===== config.mk =====
export PLATFORM = sky130hd
export DESIGN_NAME = dppmr_regs
export DESIGN_NICKNAME = d
export VERILOG_FILES = /design/src/core/dppmr_pkg.sv /design/src/core/dppmr_regs.sv
export SDC_FILE = /design/constraint.sdc
export NUM_CORES = 1
export LEC_CHECK = 0
export BUFFER_PORTS_ARGS = -buffer_cell sky130_fd_sc_hd__clkbuf_2
export CAP_MARGIN = 10
export CELL_PAD_IN_SITES_DETAIL_PLACEMENT = 1
export CELL_PAD_IN_SITES_GLOBAL_PLACEMENT = 2
export CORE_ASPECT_RATIO = 1.2
export CORE_MARGIN = 10
export CORE_UTILIZATION = 35
export CTS_BUF_LIST = sky130_fd_sc_hd__clkbuf_16
export DETAILED_ROUTE_END_ITERATION = 12
export GPL_TIMING_DRIVEN = 0
export PLACE_DENSITY_LB_ADDON = 0.1
export SYNTH_ARGS = -nofsm -noshare
export SYNTH_HDL_FRONTEND = slang
export SYNTH_SLANG_ARGS = --single-unit

===== constraint.sdc =====
create_clock -name sys_clk -period 5 [get_ports sys_clk]
set_input_delay 0 -clock sys_clk [delete_from_list [all_inputs] [get_ports sys_clk]]
set_output_delay 0 -clock sys_clk [all_outputs]
set_load 0.05 [all_outputs]

===== src/core/dppmr_pkg.sv =====
// Constants and carrier types for the dual-port transceiver register bank.
// Assumes a 16-bit register port with byte offsets and bank selection at 0xE.
package dppmr_pkg;

  // ************************************************************
  // Register map
  // ************************************************************
  localparam int          DPPMR_AW          = 4;
  localparam int          DPPMR_DW          = 16;
  localparam int          DPPMR_BW          = 8;
  localparam logic [7:0]  DPPMR_BANK_PORT1  = 8'h2D;
  localparam logic [7:0]  DPPMR_BANK_PORT2  = 8'h2E;
  localparam logic [7:0]  DPPMR_BANK_RST    = 8'h00;
  localparam logic [3:0]  DPPMR_OFS_CTL     = 4'h0;
  localparam logic [3:0]  DPPMR_OFS_STS     = 4'h2;
  localparam logic [3:0]  DPPMR_OFS_IDL     = 4'h4;
  localparam logic [3:0]  DPPMR_OFS_IDH     = 4'h6;
  localparam logic [3:0]  DPPMR_OFS_ADV     = 4'h8;
  localparam logic [3:0]  DPPMR_OFS_LPA     = 4'hA;
  localparam logic [3:0]  DPPMR_OFS_BANK    = 4'hE;

  // ************************************************************
  // Basic control fields
  // ************************************************************
  localparam int          CTL_FAR_LB        = 14;
  localparam int          CTL_SPEED_100     = 13;
  localparam int          CTL_AN_EN         = 12;
  localparam int          CTL_PWR_DOWN      = 11;
  localparam int          CTL_AN_RESTART    = 9;
  localparam int          CTL_FULL_DUPLEX   = 8;
  localparam int          CTL_XOVER_ALG     = 5;
  localparam int          CTL_FORCE_MDIX    = 4;
  localparam int          CTL_MDIX_OFF      = 3;
  localparam int          CTL_FEF_OFF       = 2;
  localparam int          CTL_TX_OFF        = 1;
  localparam int          CTL_LED_OFF       = 0;
  localparam logic [15:0] CTL_WR_MASK       = 16'h793F;
  localparam logic [15:0] CTL_RST           = 16'h1020;

  // ************************************************************
  // Status, advertisement and partner fields
  // ************************************************************
  localparam logic [15:0] STS_FIXED         = 16'h7808;
  localparam int          STS_FEF           = 4;
  localparam int          STS_LINK          = 2;
  localparam logic [15:0] ADV_WR_MASK       = 16'h07E0;
  localparam logic [15:0] ADV_RST           = 16'h05E0;
  localparam logic [15:0] ADV_SELECTOR      = 16'h0001;
  localparam logic [15:0] LPA_LOW_FIXED     = 16'h0001;
  localparam int          ABL_PAUSE         = 10;
  localparam int          ABL_LOW           = 5;
  localparam logic [15:0] ZERO16            = 16'h0000;

  // ************************************************************
  // Carriers
  // ************************************************************
  typedef struct packed {
    logic       en;
    logic [3:0] d;
  } dppmr_sym_t;

  typedef struct packed {
    logic       link_up;
    logic       far_fault;
    logic       an_fail;
    logic       an_res_100;
    logic       an_res_full;
    logic       mdix_auto;
    logic [4:0] partner;    // pause, 100F, 100H, 10F, 10H
  } dppmr_phy_sts_t;

  typedef struct packed {
    logic       an_en;
    logic       an_restart;
    logic       speed_100;
    logic       full_duplex;
    logic       power_down;
    logic       xover_alg;
    logic       auto_mdix_en;
    logic       mdix_sel;
    logic       fef_det_en;
    logic       tx_off;
    logic       led_on;
    logic [4:0] advertise;
  } dppmr_phy_ctl_t;

endpackage


===== src/core/dppmr_regs.sv =====
// Per-port basic control/status register bank for two embedded transceivers,
// with the far-end loopback symbol paths. Assumes a synchronous host register
// port and transceiver status inputs synchronous to sys_clk.
`timescale 1ns/1ps

// Behaviour
// - Port1 loop bit loops port2 rx to tx
// - Port2 loop bit loops port1 rx to tx
// - Bit 13 forces speed when negotiation off
// - Bit 8 forces duplex when off or failed
// - Bit 12 enables negotiation, resets to one
// - Port 1 never negotiates
// - Writing one to bit 9 restarts negotiation
// - Bit 11 powers the transceiver down
// - Bit 5 selects crossover algorithm, resets set
// - Bit 4 forces crossed pair assignment
// - Bit 3 disables automatic crossover
// - Port1 bit 2 disables far-end fault
// - Bit 1 stops cable transmission
// - Bit 0 turns the LED off
// - Unsupported control and advert bits read zero
// - Capability bits 14-11 one, bit 15 zero
// - Port1 status bit 4 shows far-end fault
// - Status bit 2 shows link state
// - Advert bits writable, selector reads 0x01
// - Partner ability read-only, clears at reset
// - Two fixed identifier registers per port
module dppmr_regs
  import dppmr_pkg::*;
#(
  parameter logic [15:0] ID_LOW  = 16'h5A5A,  // Arbitrary value
  parameter logic [15:0] ID_HIGH = 16'hA5A5   // Arbitrary value
) (
  input  wire logic                  sys_clk,
  input  wire logic                  nrst,
  input  wire logic [DPPMR_AW-1:0]   reg_addr,
  input  wire logic [DPPMR_DW-1:0]   reg_wdata,
  input  wire logic                  reg_wr,
  input  wire logic                  reg_rd,
  output logic      [DPPMR_DW-1:0]   reg_rdata,
  input  wire dppmr_phy_sts_t [1:0]  phy_sts,
  output dppmr_phy_ctl_t [1:0]       phy_ctl,
  input  wire dppmr_sym_t [1:0]      line_rx,
  input  wire dppmr_sym_t [1:0]      mac_tx,
  output dppmr_sym_t [1:0]           line_tx,
  output dppmr_sym_t [1:0]           mac_rx
);

  // ************************************************************
  // State
  // ************************************************************
  typedef struct packed {
    logic [DPPMR_BW-1:0]       bank;
    logic [1:0][15:0]          ctl;
    logic [1:0][15:0]          adv;
    logic [1:0][4:0]           partner;
    logic [1:0]                link;
    logic                      fef;
    logic [DPPMR_DW-1:0]       rdata;
    dppmr_phy_ctl_t [1:0]      pctl;
    dppmr_sym_t [1:0]          ltx;
    dppmr_sym_t [1:0]          mrx;
  } dppmr_state_t;

  dppmr_state_t st_r;
  dppmr_state_t st_nxt;

  // Bank decode, shared by the read and write paths
  function automatic logic [1:0] port_hit(input logic [DPPMR_BW-1:0] bank);
    port_hit = {bank == DPPMR_BANK_PORT2, bank == DPPMR_BANK_PORT1};
  endfunction

  function automatic logic [15:0] ability_word(input logic [4:0] abl);
    ability_word = ZERO16;
    ability_word[ABL_PAUSE]           = abl[4];
    ability_word[ABL_LOW+3:ABL_LOW]   = abl[3:0];
  endfunction

  logic [1:0] hit;
  logic       sel;
  logic       any_hit;

  always_comb begin
    hit     = port_hit(st_r.bank);
    sel     = hit[1];
    any_hit = |hit;
  end

  // ************************************************************
  // Next state
  // ************************************************************
  always_comb begin
    logic [15:0] rd_word;
    logic [1:0]  restart;
    logic        an_act;
    logic        lb;
    st_nxt  = st_r;
    rd_word = ZERO16;
    restart = 2'b00;
    an_act  = 1'b0;
    lb      = 1'b0;

    // Bank select sits outside the banked space so it stays reachable
    if (reg_wr && reg_addr == DPPMR_OFS_BANK) begin
      st_nxt.bank = reg_wdata[DPPMR_BW-1:0];
    end

    // One copy of every control bit; alias windows would share it
    if (reg_wr && any_hit && reg_addr == DPPMR_OFS_CTL) begin
      st_nxt.ctl[sel] = reg_wdata & CTL_WR_MASK;
      restart[sel]    = reg_wdata[CTL_AN_RESTART];
    end
    if (reg_wr && any_hit && reg_addr == DPPMR_OFS_ADV) begin
      st_nxt.adv[sel] = reg_wdata & ADV_WR_MASK;
    end

    // Status sampled every cycle
    st_nxt.fef = phy_sts[0].far_fault & ~st_r.ctl[0][CTL_FEF_OFF];
    for (int p = 0; p < 2; p++) begin
      st_nxt.link[p]    = phy_sts[p].link_up;
      st_nxt.partner[p] = phy_sts[p].partner;
    end

    // Read mux; data stands only in the cycle after the strobe
    if (reg_rd) begin
      if (reg_addr == DPPMR_OFS_BANK) begin
        rd_word[DPPMR_BW-1:0] = st_r.bank;
      end else if (any_hit) begin
        unique case (reg_addr)
          DPPMR_OFS_CTL: rd_word = st_r.ctl[sel];
          DPPMR_OFS_STS: begin
            rd_word = STS_FIXED;
            rd_word[STS_LINK] = st_r.link[sel];
            rd_word[STS_FEF]  = ~sel & st_r.fef;
          end
          DPPMR_OFS_IDL: rd_word = ID_LOW;
          DPPMR_OFS_IDH: rd_word = ID_HIGH;
          DPPMR_OFS_ADV: rd_word = st_r.adv[sel] | ADV_SELECTOR;
          DPPMR_OFS_LPA: rd_word = ability_word(st_r.partner[sel]) | LPA_LOW_FIXED;
          default:       rd_word = ZERO16;
        endcase
      end
    end
    st_nxt.rdata = rd_word;

    // Transceiver controls; port 1 (index 0) has no negotiation engine
    for (int p = 0; p < 2; p++) begin
      an_act = (p == 1) && st_r.ctl[p][CTL_AN_EN];
      st_nxt.pctl[p].an_en        = an_act;
      st_nxt.pctl[p].an_restart   = restart[p] && (p == 1);
      st_nxt.pctl[p].speed_100    = an_act ? phy_sts[p].an_res_100
                                           : st_r.ctl[p][CTL_SPEED_100];
      st_nxt.pctl[p].full_duplex  = (!an_act || phy_sts[p].an_fail) ? st_r.ctl[p][CTL_FULL_DUPLEX]
                                                                    : phy_sts[p].an_res_full;
      st_nxt.pctl[p].power_down   = st_r.ctl[p][CTL_PWR_DOWN];
      st_nxt.pctl[p].xover_alg    = st_r.ctl[p][CTL_XOVER_ALG];
      st_nxt.pctl[p].auto_mdix_en = ~st_r.ctl[p][CTL_MDIX_OFF] & ~st_r.ctl[p][CTL_FORCE_MDIX];
      // Forcing crossed pairs wins over the disable bit
      st_nxt.pctl[p].mdix_sel     = st_r.ctl[p][CTL_FORCE_MDIX] |
                                    (~st_r.ctl[p][CTL_MDIX_OFF] & phy_sts[p].mdix_auto);
      st_nxt.pctl[p].fef_det_en   = (p == 0) && !st_r.ctl[p][CTL_FEF_OFF];
      st_nxt.pctl[p].tx_off       = st_r.ctl[p][CTL_TX_OFF];
      st_nxt.pctl[p].led_on       = phy_sts[p].link_up & ~st_r.ctl[p][CTL_LED_OFF];
      st_nxt.pctl[p].advertise    = {st_r.adv[p][ABL_PAUSE], st_r.adv[p][ABL_LOW+3:ABL_LOW]};

      // Far-end loop of this port's line is owned by the other port's bit
      lb = st_r.ctl[1-p][CTL_FAR_LB];
      st_nxt.ltx[p] = lb ? line_rx[p] : mac_tx[p];
      if (st_r.ctl[p][CTL_TX_OFF] || st_r.ctl[p][CTL_PWR_DOWN]) begin
        st_nxt.ltx[p] = '0;
      end
      st_nxt.mrx[p] = st_r.ctl[p][CTL_PWR_DOWN] ? '0 : line_rx[p];
    end
  end

  // ************************************************************
  // Registers
  // ************************************************************
  always_ff @(posedge sys_clk or negedge nrst) begin
    if (!nrst) begin
      st_r         <= '0;
      st_r.bank    <= DPPMR_BANK_RST;
      st_r.ctl     <= {CTL_RST, CTL_RST};
      st_r.adv     <= {ADV_RST, ADV_RST};
    end else begin
      st_r <= st_nxt;
    end
  end

  always_comb begin
    reg_rdata = st_r.rdata;
    phy_ctl   = st_r.pctl;
    line_tx   = st_r.ltx;
    mac_rx    = st_r.mrx;
  end

endmodule


### After elaboration in Yosys (flattened, before gate mapping)

Cells that the tools add are included.

* register bits after elaboration: 150
* output and inout port bits: 68
* input bits: 66

* bitwise operators: 19
* $lt $le $gt $ge: 2
* multiplexer cells: 28
* reductions and logical operators: 12
* equality and inequality tests: 8

Operators by type and width (count)
* $mux 16: 7
* $pmux 16 s6: 1
* $bwmux 32: 2
* $mux 5: 8
* $demux 16 s1: 1
* $eq 8x6->1 const B: 2
* $mux 8: 2
* $eq 4x4->1 const B: 3
* $and 1x1->1: 8
* $eq 4x3->1 const B: 2
* $not 1->1: 8
* $logic_and 1x1->1: 5
* $mux 1: 5
* $eq 4x2->1 const B: 1
* $logic_not 4->1: 1
* $logic_or 1x1->1: 3
* $and 2x2->2: 1
* $logic_not 1->1: 2
* $lt 1x2->1 const B: 1
* $mux 2: 1
* $or 1x1->1: 2
* $reduce_or 2->1: 1
* $demux 1 s1: 1
* $ge 1x1->1 const B: 1

### Longest topological paths before layout

* depth after elaboration: 7
* mapped depth: 6

### Worst setup path before layout

Ideal clock, no wire load.

* kind: register to register
* from: register st_r[145] (netlist name)
* to: register st_r, in the netlist st_nxt[47]
* setup slack: 3.137 ns
* cell stages (with the launch flop): 6
* buffers on the path: 1
* data arrival time: 1.738 ns
* setup time: 0.125 ns
* cells stage by stage: dfrtp_1 > or4b_4 > nor2_8 > nand3_4 > buf_6 > mux2_4

* longest elaborated chain between the ends: 6

RTL lines
* start, declared: RTL line dppmr_regs.sv:65 `dppmr_state_t st_r;`
* start signal, assigned: RTL line dppmr_regs.sv:186 `st_r <= st_nxt;`
* $eq 8x6->1: RTL line dppmr_regs.sv:70 `port_hit = {bank == DPPMR_BANK_PORT2, bank == DPPMR_BANK_PORT1};`
* $lt 1x2->1 (not written as such) / $ge 1x1->1 (equally long branches): RTL line dppmr_regs.sv:110 `st_nxt.ctl[sel] = reg_wdata & CTL_WR_MASK;`
* $logic_and 1x1->1 (not written as such): RTL line dppmr_regs.sv:110
* $mux 16 (not written as such): RTL line dppmr_regs.sv:110
* $demux 16 s1: RTL line dppmr_regs.sv:110
* $bwmux 32: RTL line dppmr_regs.sv:110

Several ways; a longest one is shown, not always the timed one.
A chain may end at the register's enable or synchronous reset.

### Worst setup path after layout

* from: register st_r[149] (netlist name)
* to: register st_r[115] (netlist name)

The elaborated chain is that of the path after synthesis.

==> out/results.tsv <==
metric	value	unit
status	completed	
cts_tree	done	
drv_cap	0	
areaGrowthSynthToFinish	39.0	%
clock-root-buffer	clkbuf_16	
synth_cells	426	
async_flop_share	100	%
wl	15.2	mm
cts.path.max_buffers	2	
setup_viol	0	
multi_input_area	0.00168	mm2
fp.dieH	155	um
routabilityCongestion	0.824	
synth_seq_cells	120	
p_leak	3.63	nW
ioPinCount	134	
grtUsageTotal	15.5	%
start_util	35.7	%
cts_buffers	17	
crit_path_max_fanout	10	
critPathRequiredTime	5.29	ns
drive_above_1_share	45.0	%
fin_setup_tns	0	ns
drtPass1Iterations	4	
cp.arrival	2.64	ns
rows	49	
cts_sinks	120	
synth_edf_count	0	
hp-class	input port to flop	
yosys_warnings	0	
post_drt_wl_per_cell	18.0	um
finalCritPeriodShare	46.9	%
core_area	0.0150	mm2
die_x	133	um
vias	3891	
cts_hold_buf	56	
fill_cells	1631	
utilization	49.6	%
cts.clk_slew.worst_paths	0.05	ns
clk_latency	0.42	ns
grt_pass1_wl	24.9	mm
period_needed	2.34	ns
slew_violations	0	
vias_per_cell	4.60	
fmax	426	MHz
critPathLaunchType	flop	
critical_path_class	flop to flop	
first_global_vias	4488	
antenna_found_initial	0	
dieArea	0.0206	mm2
drc	0	
rsz0062_at_grt	no	
grt_max_degree	65	
cp-end-kind	flop	
slew_headroom	47.4	%
register_area	0.00302	mm2
num_antenna_cells	0	
worst_pin_slew	0.787	ns
syn_avg_cell_area	12.5	um2
synth.cell_area	0.00534	mm2
finClkSkew	0.00640	ns
p_per_area	341	mW/mm2
max-vdd-ir-drop	0.252	mV
ys_types	52	
synth_ff_type	dfrtp_1	
cts_setup_buffers	0	
cts_resized	0	
io_buffers	125	
drtAntennaViolNets	0	
htreeDepth	4	
nets	695	
dp_hpwl	10.8	mm
drtIter0Drc	188	
gr-total-overflow	0	
seq_area_frac_synth	56.6	%
hold_violations	0	
## layout make-up
cell class | instances | area share, %
timing repair buffer | 182 | 16.5
clock inverter | 15 | 2.28
clock buffer | 17 | 5.73
multi-input combinational | 210 | 22.7
buffer | 91 | 8.35
tap | 204 | 3.44
inverter | 7 | 0.354
sequential | 120 | 40.7
## through the flow
| stage | instances | instance area (um2) | setup slack, ns | hold slack [ns] | total power [mW] |
|---|---|---|---|---|---|
| floorplan | 428 | 5350 | 3.14 | -0.296 | 1.18 |
| global placement | 757 | 6230 | 2.14 | 0.111 | 1.27 |
| detailed placement | 758 | 6260 | 2.66 | -0.000485 | 1.28 |
| CTS | 846 | 7420 | 2.65 | 0.0406 | 2.56 |
| global route | 846 | 7420 | 2.51 | 0.0696 | 2.64 |
| finish | 846 | 7420 | 2.66 | 0.0616 | 2.53 |
## logic make-up (layout without fill, tap and decap cells)
family	count (synthesis)	after routing	share of synthesized area, %
flops	120	120	56.6
buf+inv	98	312	12.1
simple gates	92	92	11.3
mux	61	61	13.1
compound gates	52	52	6.52
xor+xnor	2	2	0.328
other cells	1	3	0.0702
## flip-flops by register name (all words and copies together) (netlist names)
signal     count
mac_rx        10
st_r          36
reg_rdata     16
st_nxt        19
line_tx       10
phy_ctl       29
## layout by cell type, fill, tap and decap left out, drive strengths merged, types with 3 or more instances in the layout
cell type    instances
a21o                 7
a21oi                9
a31oi                7
a32oi                3
and3                 4
and4                 7
buf                 75
bufinv               4
clkbuf             159
clkinv               6
conb                 3
dfrtp              106
dfstp               14
dlygate4sd3         56
inv                 11
mux2                44
mux2i               17
nand2                8
nand2b               3
nand3               12
nor2                 9
nor2b               14
nor3                15
o211a                3
o211ai               5
o21ai               11
o311ai               3
## cells in the mapped netlist (3+ instances only)
| master | number | share of area [%] |
|---|---|---|
| nand3_1 | 10 | 0.94 |
| and3_1 | 4 | 0.47 |
| nor2_1 | 8 | 0.56 |
| nor2b_1 | 14 | 1.6 |
| nand2_1 | 8 | 0.56 |
| dfstp_2 | 14 | 6.9 |
| inv_1 | 7 | 0.49 |
| mux2i_1 | 17 | 3.2 |
| clkbuf_1 | 17 | 1.2 |
| o211ai_1 | 5 | 0.70 |
| nor3_1 | 15 | 1.4 |
| mux2_2 | 34 | 7.2 |
| a21o_1 | 7 | 0.98 |
| a32oi_1 | 3 | 0.49 |
| a31oi_1 | 7 | 0.82 |
| o211a_1 | 3 | 0.56 |
| mux2_4 | 9 | 2.5 |
| and4_1 | 7 | 1.1 |
| nand2b_1 | 3 | 0.35 |
| buf_4 | 69 | 9.7 |
| buf_2 | 3 | 0.28 |
| a21oi_1 | 9 | 0.84 |
| dfrtp_1 | 106 | 50 |
| o21ai_0 | 11 | 1.0 |
## worst paths after layout
path,startpoint,end,slack [ns],depth (start not counted)
setup / recovery,st_r[149]$_DFFE_PN0P_,st_r[115]$_DFFE_PN0P_,2.66,5
hold / removal,reg_addr[2],reg_rdata[9]$_DFF_PN0_,0.06,4
setup reg to reg,st_r[149]$_DFFE_PN0P_,st_r[115]$_DFFE_PN0P_,2.66,5
hold reg to reg,st_nxt[33]$_DFFE_PN0P_,phy_ctl[13]$_DFF_PN0_,0.41,0
max in group asynchronous,nrst,st_nxt[51]$_DFFE_PN1P_,4.22,3
min in group asynchronous,nrst,st_r[90]$_DFFE_PN0P_,0.12,2
## layer usage
layer	global-route usage [%]	routed length, um	vias up
li1	-	-	1828
met1	17.0	6080	1923
met2	27.2	7970	114
met3	4.64	781	26
met4	6.56	368	0
met5	0	0	-
## report_power, final
part | switching [mW] | internal, mW | leakage [nW]
combinational | 0.151 | 0.111 | 1.82
sequential | 0.0313 | 1.01 | 1.50
clock | 0.414 | 0.816 | 0.304
## worst max-delay path, cell delays in order (launching register included)
cell	delay, ns
dfrtp_1	0.41
nand4b_1	0.39
nor3_1	0.52
and3_1	0.29
buf_4	0.24
mux2_2	0.36
Note: power is estimated with default switching activity, not from simulation.
